`src/dss_defines.svh`:
```
// constants for the drive disable stop sequencer
`ifndef DSS_DEFINES_SVH
`define DSS_DEFINES_SVH
// ==========================================
// register offsets
`define DSS_ADDR_W 8
`define DSS_OFS_CTRL 8'h00
`define DSS_OFS_SPEED 8'h04
`define DSS_OFS_HOLD 8'h08
`define DSS_OFS_DECEL 8'h0c
`define DSS_OFS_IMAX 8'h10
`define DSS_OFS_STATUS 8'h14
`define DSS_OFS_VCMD 8'h18
// ==========================================
// control fields
`define DSS_CTRL_SEL_LSB 0
`define DSS_CTRL_OPM_LSB 4
`define DSS_CTRL_FUNC_LSB 8
`define DSS_CTRL_INV_BIT 12
`define DSS_SEL_W 3
`define DSS_OPM_W 3
`define DSS_FUNC_W 4
`define DSS_FUNC_BRAKE 4'h2
`define DSS_OPM_CUR_A 3'h2
`define DSS_OPM_CUR_B 3'h3
// ==========================================
// reset values
`define DSS_RST_SPEED 16'h0064
`define DSS_RST_HOLD 16'h0014
`define DSS_RST_DECEL 16'h0010
`define DSS_RST_IMAX 16'h0100
// ==========================================
// timing
`define DSS_CLK_HZ 25000000
`define DSS_BG_PERIOD_US 500
`define DSS_BG_CYCLES (`DSS_CLK_HZ / 1000000 * `DSS_BG_PERIOD_US)
`define DSS_QUAL_MS 50
`define DSS_QUAL_TICKS 8'((`DSS_QUAL_MS * 1000) / `DSS_BG_PERIOD_US)
`define DSS_ENABLE_MAX_US_X10 15
`define DSS_RAMP_GRACE_TICKS 8'h40
`endif

```
`src/dss_pkg.sv`:
```
// types for the drive disable stop sequencer
package dss_pkg;
  typedef enum logic [3:0] {
    DSS_OFF = 4'b0001,
    DSS_ON = 4'b0010,
    DSS_RAMP = 4'b0100,
    DSS_HOLD = 4'b1000
  } dss_state_t;
  typedef enum logic [2:0] {
    DSS_SEL_COAST = 3'h0,
    DSS_SEL_DB_FAULT = 3'h1,
    DSS_SEL_DB_ANY = 3'h2,
    DSS_SEL_AD = 3'h3,
    DSS_SEL_AD_DB_FAULT = 3'h4,
    DSS_SEL_AD_DB_ANY = 3'h5
  } dss_sel_t;
endpackage

```
`src/dss_top.sv`:
```
// drive disable stop sequencer with apb registers
`timescale 1ns/1ps
`include "dss_defines.svh"
module dss_top import dss_pkg::*; #(
  parameter int BG_CYCLES = `DSS_BG_CYCLES,
  parameter int VEL_W = 16
) (
  input wire logic MCLK_I,
  input wire logic SRST_I,
  input wire logic PSEL_I,
  input wire logic PENABLE_I,
  input wire logic PWRITE_I,
  input wire logic [`DSS_ADDR_W-1:0] PADDR_I,
  input wire logic [31:0] PWDATA_I,
  output logic [31:0] PRDATA_O,
  output logic PREADY_O,
  output logic PSLVERR_O,
  input wire logic EN_CMD_I,
  input wire logic DIS_CMD_I,
  input wire logic MOTION_VALID_I,
  input wire logic signed [VEL_W-1:0] MOTION_VEL_I,
  input wire logic signed [VEL_W-1:0] VEL_ACT_I,
  input wire logic FAULT_I,
  input wire logic FAULT_HW_I,
  input wire logic SAFE_TORQUE_OFF_FAULT_I,
  input wire logic FB_LOST_I,
  output logic signed [VEL_W-1:0] VEL_CMD_O,
  output logic POWER_EN_O,
  output logic BRAKE_REL_O,
  output logic DYN_BRAKE_O,
  output logic [VEL_W-1:0] BRAKE_I_LIM_O,
  output logic RAMPING_O
);
  generate
    if (BG_CYCLES < 2 || BG_CYCLES > 65535 || VEL_W < 8 || VEL_W > 16) begin : g_bad
      $error("dss_top: unsupported parameter value");
    end
  endgenerate

  function automatic logic [VEL_W-1:0] vabs(input logic signed [VEL_W-1:0] v);
    vabs = v[VEL_W-1] ? VEL_W'(-v) : VEL_W'(v);
  endfunction

  // ==========================================
  // registers
  dss_state_t state, next_state;
  logic [`DSS_SEL_W-1:0] sel;
  logic [`DSS_OPM_W-1:0] opmode;
  logic [`DSS_FUNC_W-1:0] out_func;
  logic invert;
  logic [VEL_W-1:0] speed_thr, hold_time, decel, imax;
  logic signed [VEL_W-1:0] vel_cmd, next_vel;
  logic rel, next_rel, dyn, next_dyn, cause_fault, next_cause;
  logic [15:0] bg_cnt;
  logic tick;
  logic [7:0] qual_cnt, grace_cnt;
  logic [VEL_W-1:0] hold_cnt, tmo_vel;
  logic sto_m, sto_s, fbl_m, fbl_s;

  // ==========================================
  // pin synchronisers and background tick
  always_ff @(posedge MCLK_I) begin
    if (SRST_I) begin
      sto_m <= 1'b0;
      sto_s <= 1'b0;
      fbl_m <= 1'b0;
      fbl_s <= 1'b0;
    end else begin
      sto_m <= SAFE_TORQUE_OFF_FAULT_I;
      sto_s <= sto_m;
      fbl_m <= FB_LOST_I;
      fbl_s <= fbl_m;
    end
  end

  wire bg_wrap = bg_cnt == 16'(BG_CYCLES - 1);
  always_ff @(posedge MCLK_I) begin
    if (SRST_I) begin
      bg_cnt <= 16'h0000;
      tick <= 1'b0;
    end else begin
      bg_cnt <= bg_wrap ? 16'h0000 : bg_cnt + 16'h0001;
      tick <= bg_wrap;
    end
  end

  // ==========================================
  // decision terms
  wire hw_fault = FAULT_HW_I | sto_s | fbl_s;
  wire any_fault = hw_fault | FAULT_I;
  wire cur_mode = opmode == `DSS_OPM_CUR_A || opmode == `DSS_OPM_CUR_B;
  wire ramp_sel = sel == DSS_SEL_AD || sel == DSS_SEL_AD_DB_FAULT || sel == DSS_SEL_AD_DB_ANY;
  wire ramp_ok = ramp_sel && !cur_mode;
  wire db_any = sel == DSS_SEL_DB_ANY || sel == DSS_SEL_AD_DB_ANY;
  wire db_fault = sel == DSS_SEL_DB_FAULT || sel == DSS_SEL_AD_DB_FAULT;
  wire slow = vabs(VEL_ACT_I) < speed_thr;
  wire qual_done = qual_cnt == `DSS_QUAL_TICKS;
  wire hold_gate = !cause_fault || slow;
  wire hold_done = hold_cnt >= hold_time;
  wire ramp_tmo = grace_cnt == `DSS_RAMP_GRACE_TICKS;
  wire [VEL_W-1:0] vmag = vabs(vel_cmd);
  wire signed [VEL_W-1:0] vel_step = (vmag <= decel) ? VEL_W'(0) :
    (vel_cmd[VEL_W-1] ? VEL_W'(vel_cmd + decel) : VEL_W'(vel_cmd - decel));

  // ==========================================
  // state machine
  always_comb begin
    next_state = state;
    next_cause = cause_fault;
    case (state)
      DSS_OFF: begin
        if (EN_CMD_I && !any_fault) begin
          next_state = DSS_ON;
          next_cause = 1'b0;
        end
      end
      DSS_ON: begin
        if (hw_fault) begin
          next_state = DSS_OFF;
          next_cause = 1'b1;
        end else if (FAULT_I) begin
          next_state = ramp_ok ? DSS_RAMP : DSS_OFF;
          next_cause = 1'b1;
        end else if (DIS_CMD_I) begin
          next_state = DSS_HOLD;
          next_cause = 1'b0;
        end
      end
      DSS_RAMP: begin
        if (hw_fault || DIS_CMD_I || ramp_tmo) begin
          next_state = DSS_OFF;
        end else if (qual_done) begin
          next_state = DSS_HOLD;
        end
      end
      DSS_HOLD: begin
        if (hw_fault || hold_done) begin
          next_state = DSS_OFF;
        end
      end
      default: begin
        next_state = DSS_OFF;
      end
    endcase
  end

  always_comb begin
    next_vel = VEL_W'(0);
    if (next_state == DSS_ON) begin
      next_vel = (state == DSS_ON && MOTION_VALID_I) ? MOTION_VEL_I : vel_cmd;
    end else if (next_state == DSS_RAMP) begin
      next_vel = (state == DSS_RAMP && tick) ? vel_step : vel_cmd;
    end
  end

  // release held through the ramp, dropped when the hold count starts
  assign next_rel = next_state == DSS_ON || next_state == DSS_RAMP;

  always_comb begin
    next_dyn = 1'b0;
    if (next_state == DSS_OFF) begin
      if (state != DSS_OFF) begin
        next_dyn = db_any || (next_cause && db_fault);
      end else begin
        next_dyn = dyn;
      end
    end
  end

  always_ff @(posedge MCLK_I) begin
    if (SRST_I) begin
      state <= DSS_OFF;
      cause_fault <= 1'b0;
      vel_cmd <= '0;
      rel <= 1'b0;
      dyn <= 1'b0;
    end else begin
      state <= next_state;
      cause_fault <= next_cause;
      vel_cmd <= next_vel;
      rel <= next_rel;
      dyn <= next_dyn;
    end
  end

  // ==========================================
  // stop qualification, hold and timeout counters
  always_ff @(posedge MCLK_I) begin
    if (SRST_I || state != DSS_RAMP) begin
      qual_cnt <= 8'h00;
      grace_cnt <= 8'h00;
    end else if (tick) begin
      qual_cnt <= slow ? qual_cnt + 8'h01 : 8'h00;
      // only ticks still above threshold eat the grace, so a qualifying stop is never cut short
      if (tmo_vel == '0 && !slow) begin
        grace_cnt <= grace_cnt + 8'h01;
      end
    end
  end

  always_ff @(posedge MCLK_I) begin
    if (SRST_I || state != DSS_HOLD) begin
      hold_cnt <= '0;
    end else if (tick) begin
      hold_cnt <= hold_gate ? hold_cnt + VEL_W'(1) : VEL_W'(0);
    end
  end

  // timeout budget: actual speed worn down by the stop rate each background tick
  always_ff @(posedge MCLK_I) begin
    if (SRST_I) begin
      tmo_vel <= '0;
    end else if (state == DSS_ON) begin
      tmo_vel <= vabs(VEL_ACT_I);
    end else if (state == DSS_RAMP && tick) begin
      tmo_vel <= (tmo_vel <= decel) ? VEL_W'(0) : VEL_W'(tmo_vel - decel);
    end
  end

  // ==========================================
  // outputs
  always_ff @(posedge MCLK_I) begin
    if (SRST_I) begin
      VEL_CMD_O <= '0;
      POWER_EN_O <= 1'b0;
      BRAKE_REL_O <= 1'b0;
      DYN_BRAKE_O <= 1'b0;
      BRAKE_I_LIM_O <= '0;
      RAMPING_O <= 1'b0;
    end else begin
      VEL_CMD_O <= next_vel;
      POWER_EN_O <= next_state != DSS_OFF;
      BRAKE_REL_O <= (out_func == `DSS_FUNC_BRAKE) & (next_rel ^ invert);
      DYN_BRAKE_O <= next_dyn;
      BRAKE_I_LIM_O <= next_dyn ? imax : VEL_W'(0);
      RAMPING_O <= next_state == DSS_RAMP;
    end
  end

  // ==========================================
  // apb slave
  wire hit_ctrl = PADDR_I == `DSS_OFS_CTRL;
  wire hit_speed = PADDR_I == `DSS_OFS_SPEED;
  wire hit_hold = PADDR_I == `DSS_OFS_HOLD;
  wire hit_decel = PADDR_I == `DSS_OFS_DECEL;
  wire hit_imax = PADDR_I == `DSS_OFS_IMAX;
  wire hit_stat = PADDR_I == `DSS_OFS_STATUS;
  wire hit_vcmd = PADDR_I == `DSS_OFS_VCMD;
  wire hit_rw = hit_ctrl | hit_speed | hit_hold | hit_decel | hit_imax;
  wire hit = hit_rw | hit_stat | hit_vcmd;
  wire acc = PSEL_I & PENABLE_I & ~PREADY_O;
  wire wr = PSEL_I & PENABLE_I & PREADY_O & PWRITE_I & hit_rw;
  wire [31:0] ctrl_rd = {19'h0, invert, out_func, 1'b0, opmode, 1'b0, sel};
  wire [31:0] stat_rd = {24'h0, cause_fault, dyn, POWER_EN_O, rel, state};
  wire [31:0] rd_val = hit_ctrl ? ctrl_rd :
    hit_speed ? 32'(speed_thr) :
    hit_hold ? 32'(hold_time) :
    hit_decel ? 32'(decel) :
    hit_imax ? 32'(imax) :
    hit_stat ? stat_rd :
    hit_vcmd ? 32'($unsigned(vel_cmd)) : 32'h0000_0000;

  always_ff @(posedge MCLK_I) begin
    if (SRST_I) begin
      PREADY_O <= 1'b0;
      PSLVERR_O <= 1'b0;
      PRDATA_O <= 32'h0000_0000;
    end else begin
      PREADY_O <= acc;
      PSLVERR_O <= acc & ~hit;
      PRDATA_O <= (acc & ~PWRITE_I) ? rd_val : 32'h0000_0000;
    end
  end

  always_ff @(posedge MCLK_I) begin
    if (SRST_I) begin
      sel <= 3'h0;
      opmode <= 3'h0;
      out_func <= 4'h0;
      invert <= 1'b0;
      speed_thr <= VEL_W'(`DSS_RST_SPEED);
      hold_time <= VEL_W'(`DSS_RST_HOLD);
      decel <= VEL_W'(`DSS_RST_DECEL);
      imax <= VEL_W'(`DSS_RST_IMAX);
    end else if (wr) begin
      if (hit_ctrl) begin
        sel <= PWDATA_I[`DSS_CTRL_SEL_LSB +: `DSS_SEL_W];
        opmode <= PWDATA_I[`DSS_CTRL_OPM_LSB +: `DSS_OPM_W];
        out_func <= PWDATA_I[`DSS_CTRL_FUNC_LSB +: `DSS_FUNC_W];
        invert <= PWDATA_I[`DSS_CTRL_INV_BIT];
      end else if (hit_speed) begin
        speed_thr <= PWDATA_I[VEL_W-1:0];
      end else if (hit_hold) begin
        hold_time <= PWDATA_I[VEL_W-1:0];
      end else if (hit_decel) begin
        decel <= PWDATA_I[VEL_W-1:0];
      end else begin
        imax <= PWDATA_I[VEL_W-1:0];
      end
    end
  end
endmodule // dss_top

```
`config.mk`:
```
export PLATFORM = sky130hd
export DESIGN_NAME = dss_top
export DESIGN_NICKNAME = d
export VERILOG_FILES = /design/src/dss_pkg.sv /design/src/dss_top.sv
export VERILOG_INCLUDE_DIRS = /design/src
export SDC_FILE = /design/constraint.sdc
export NUM_CORES = 1
export LEC_CHECK = 0
export ABC_AREA = 1
export BUFFER_PORTS_ARGS = -buffer_cell sky130_fd_sc_hd__buf_4
export CAP_MARGIN = 20
export CORE_MARGIN = 5
export CORE_UTILIZATION = 35
export DETAILED_ROUTE_END_ITERATION = 7
export PLACE_DENSITY = 0.6
export SLEW_MARGIN = 15
export SYNTH_ARGS = -nofsm -noshare
export SYNTH_HDL_FRONTEND = slang
export SYNTH_SLANG_ARGS = --single-unit
```
`constraint.sdc`:
```
create_clock -name MCLK_I -period 2.65 [get_ports MCLK_I]
set_input_delay 0 -clock MCLK_I [delete_from_list [all_inputs] [get_ports MCLK_I]]
set_output_delay 0 -clock MCLK_I [all_outputs]
set_load 0.02 [all_outputs]
```
==> flow_summary.ini <==
[run_status]
status = finished, violations left
violations = setup timing

[clock_tree]
clkSinkCount = 204
root_buffer = clkbuf_16
clockBufferDepth = 3
clk_pin_slew_ps = 60
worstSkewPairLatency_ps = 540
cts_tree = done
cts_buffers = 24
htreeDepth = 1

[power]
intPower_mw = 5.470
p_per_area_mw_per_mm2 = 457.0
p_clk_frac = 0.445
switching_share = 0.2689
ir_drop_uv = 393.8
cellLeakagePower_nw = 7.808
p_sw_mw = 2.012
comb_power_share = 0.140
sequentialPowerShare = 0.415

[die]
die_height_um = 202.6
core-area_mm2 = 0.03661
die_x_um = 202.6
initial_core_util = 0.3545
io_pins = 154
die-area_mm2 = 0.04103
row_count = 70

[drt]
dr_total_vias = 13610
ant_nets = 0
drt_pass1_iterations = 8
vias_per_cell = 5.072
routed_wl_um = 44680
drc = 0
dr.first_iter.drc_count = 1129
wire_per_inst_um = 16.65

[timing]
drv_slew = 0
grt_setup_unrepaired = true
worstMarginPinSlew_ps = 641.6
worst_slack_ps = -224.3
hold_viol = 0
slew_headroom = 0.5712
fin_tns_setup_ps = -3171
max_freq_ghz = 0.3479
fin_skew_ps = 25.36
finalCritPeriodShare = 1.085
setup_violations = 16
min_period_ps = 2874

[critical_path]
slowest_delay_ps = 350
crit_family = simple AND/OR/NAND/NOR gates
crit_chain = inv_4, ha_4, inv_4, nor3_4, nand3_2, nor3_4, nand3_2, nand2_2, o21ai_2, xor2_1, ha_1, nand2_2, nor2_4, nand4_1, inv_1, nand2_2, nand2_2, nand2_2, nor2_4, buf_12, nand2_4, a21oi_2
worst_ep_arrival_time_ps = 3320
crit_buf_inv = 4
crit_type = reg -> reg
end_kind = flop
rr_endpoint = VEL_CMD_O[0]
slowest_stage = dfxtp_4
reg2reg_depth = 22
start_kind = flop
critPathMaxFanout = 6
rrSetupSlack_ps = -220
required_ps = 3100
r2r-start = VEL_CMD_O[1]
crit_top_cell = nand2_2

[cells_and_area]
final.fill_count = 3784
fin_area_mm2 = 0.01637
finish.utilization = 0.4472
drive_above_1_share = 0.1593
nets = 2374
num_antenna_cells = 0
area_delta_synth_final_pct = 26.16

[logic_synthesis]
yosys.area.top_type = dfxtp_1
ys_ff_latch = 204
ys.flop_type = dfxtp_1
synth.distinct_cells = 49
synthArstFlopShare = 0
synth_cells = 1973
synth_edf_count = 0
ys_warn_count = 0
synthesis.area_mm2 = 0.01298
seq_area_frac_synth = 0.3147
yosys.area.top_type_share = 0.3147
synth.area.top_cells = dfxtp_1 31%, nand2_1 14%, ha_1 8.4%
postSynthAreaPerCell_um2 = 6.578

[placed_design]
place_area_mm2 = 0.01478
routabilityCongestion = 0.9155
post-dp-hpwl_um = 34380
port_buffers = 121

[global_routing]
track_usage = 0.2075
overflow = 0
grt_pass1_wl_um = 69190
grt_pass1_vias = 12890
antenna_found_initial = 0
grt_max_degree = 97

[worst_hold_path]
hp-start = FAULT_HW_I
whs_path_depth = 7
worstHoldEndpoint = cause_fault
worst_hold_path_type = in -> reg

[run]
cap_violations = 0
## Yosys cell counts, types with 2 or more instances
cell        n
o22ai_1    18
a21boi_0    4
clkbuf_1   27
buf_4      20
a31oi_1     6
dfxtp_1   204
and2_1      3
or3_1       2
nor3_2      2
a21o_1      2
xnor2_1    15
nor3_1     25
o21a_1      4
nand3_2     4
nand2_2     5
o21bai_1    6
inv_1     236
and3_1      2
clkinv_1    2
nand2_1   493
xor2_1     52
a22oi_1     2
o21ai_0    68
a21oi_1   178
fa_1        2
or2_2       7
nor2_1    247
inv_2      14
buf_1       2
nor4_1     12
nor2_4      2
nand3b_1    6
nand4_1    45
nand3_4     3
nor3b_1     4
o21ai_1    10
ha_1       87
nor2_2     15
nand3_1   104
o211ai_1    5
buf_2      20
## metal layers
metal  routed length, um  vias up  GRT usage
met2               20840      482     0.3553
met1               19290     6225     0.2728
met4                1642        0    0.06935
met5                   0        -          0
met3                2908      100    0.02412
li1                    -     6805          -
## cell families after synthesis
kind of cell | count (synthesis) | synth area share
AOI/OAI and AO/OA | 307 | 0.1264
xor gates and xnor gates | 67 | 0.04522
adders and majority gates | 89 | 0.08696
buffers and inverters | 322 | 0.1014
DFF | 204 | 0.3147
other | 1 | 0.0002890
and+or+nand+nor | 983 | 0.3250
## per-stage QoR
step | hold WS (ps) | total power [mW] | std cells | setup slack, ps
2_1_floorplan | 107.0 | 3.710 | 1988 | 5.053
3_3_place_gp | 205.3 | 4.054 | 2584 | -249.0
6_report | 37.47 | 7.482 | 2684 | -224.3
3_5_place_dp | 213.8 | 4.058 | 2584 | -322.0
5_1_grt | 95.58 | 7.770 | 2684 | -443.6
4_1_cts | 22.30 | 7.479 | 2680 | -231.7
## worst register-to-register path: stages, from the launching register on
cell and delay [ps]:
dfxtp_4 350, inv_4 70, ha_4 140, inv_4 40, nor3_4 140, nand3_2 120
nor3_4 160, nand3_2 140, nand2_2 110, o21ai_2 60, xor2_1 160, ha_1 290
nand2_2 70, nor2_4 110, nand4_1 110, inv_1 90, nand2_2 60, nand2_2 70
nand2_2 70, nor2_4 130, buf_12 170, nand2_4 60, a21oi_2 110
## state kept, by name (all words and copies together), names as in the netlist, 3 cells and up
| register | cells |
|---|---|
| out_func | 4 |
| VEL_CMD_O | 16 |
| qual_cnt | 8 |
| state | 4 |
| BRAKE_I_LIM_O | 16 |
| opmode | 3 |
| hold_time | 16 |
| grace_cnt | 8 |
| sel | 3 |
| decel | 16 |
| imax | 16 |
| hold_cnt | 16 |
| PRDATA_O | 16 |
| tmo_vel | 16 |
| bg_cnt | 16 |
| speed_thr | 16 |
## timing repair
item / 4_1_cts / 5_1_grt
setup buffers: 6 / 6
resized for setup: 29 / 43
gates cloned: 1 / 0
endpoints found under the hold margin: 109 / 0
hold buffers: 48 / 0
endpoints found under the setup margin: 16 / 47
pin swaps: 3 / 12
## layout by cell type (no fill, tap or decap), types with 7 or more instances in the layout
| cell type | count |
|---|---|
| nor2_1 | 244 |
| o21ai_0 | 65 |
| a21oi_1 | 165 |
| o22ai_1 | 18 |
| dfxtp_1 | 202 |
| a21oi_2 | 13 |
| or2_2 | 7 |
| ha_1 | 86 |
| buf_4 | 205 |
| nand2_2 | 17 |
| nor4_1 | 11 |
| xor2_1 | 52 |
| nor3_1 | 20 |
| inv_2 | 15 |
| nand4_1 | 45 |
| nor2_2 | 16 |
| conb_1 | 16 |
| clkbuf_16 | 24 |
| dlygate4sd3_1 | 48 |
| nand3_1 | 99 |
| nand2_1 | 474 |
| nand2_4 | 7 |
| nand3_2 | 9 |
| inv_1 | 233 |
| xnor2_1 | 15 |
| o21ai_1 | 12 |
## power by group through the flow
stage | logic, mW | registers [mW] | clock network [mW]
floorplan | 0.523 | 3.19 | 0
global placement | 0.882 | 3.17 | 0
detailed placement | 0.886 | 3.17 | 0
CTS | 0.989 | 3.10 | 3.39
global route | 1.15 | 3.11 | 3.51
finish | 1.05 | 3.11 | 3.33
## worst max-delay path by stage
| stage | end | slack, ps | cells past startpoint | startpoint |
|---|---|---|---|---|
| 2_1_floorplan | VEL_CMD_O[2] | 5 | 21 | VEL_CMD_O[2] |
| 3_3_place_gp | VEL_CMD_O[1] | -250 | 22 | VEL_CMD_O[1] |
| 3_5_place_dp | VEL_CMD_O[8] | -320 | 22 | VEL_CMD_O[1] |
| 4_1_cts | VEL_CMD_O[10] | -230 | 23 | VEL_CMD_O[1] |
| 5_1_grt | VEL_CMD_O[15] | -440 | 23 | VEL_CMD_O[1] |
| 6_report | VEL_CMD_O[0] | -220 | 22 | VEL_CMD_O[1] |
## layout make-up
| cell class | count | area, um^2 | area share |
|---|---|---|---|
| multi-input combinational | 1462 | 7874 | 0.4809 |
| sequential | 204 | 4089 | 0.2498 |
| timing repair buffer | 257 | 2086 | 0.1274 |
| inverter | 252 | 953.4 | 0.05823 |
| clock buffer | 32 | 660.6 | 0.04035 |
| tap | 468 | 585.6 | 0.03577 |
| clock inverter | 9 | 123.9 | 0.007566 |
(Power assumes the default switching activity.)
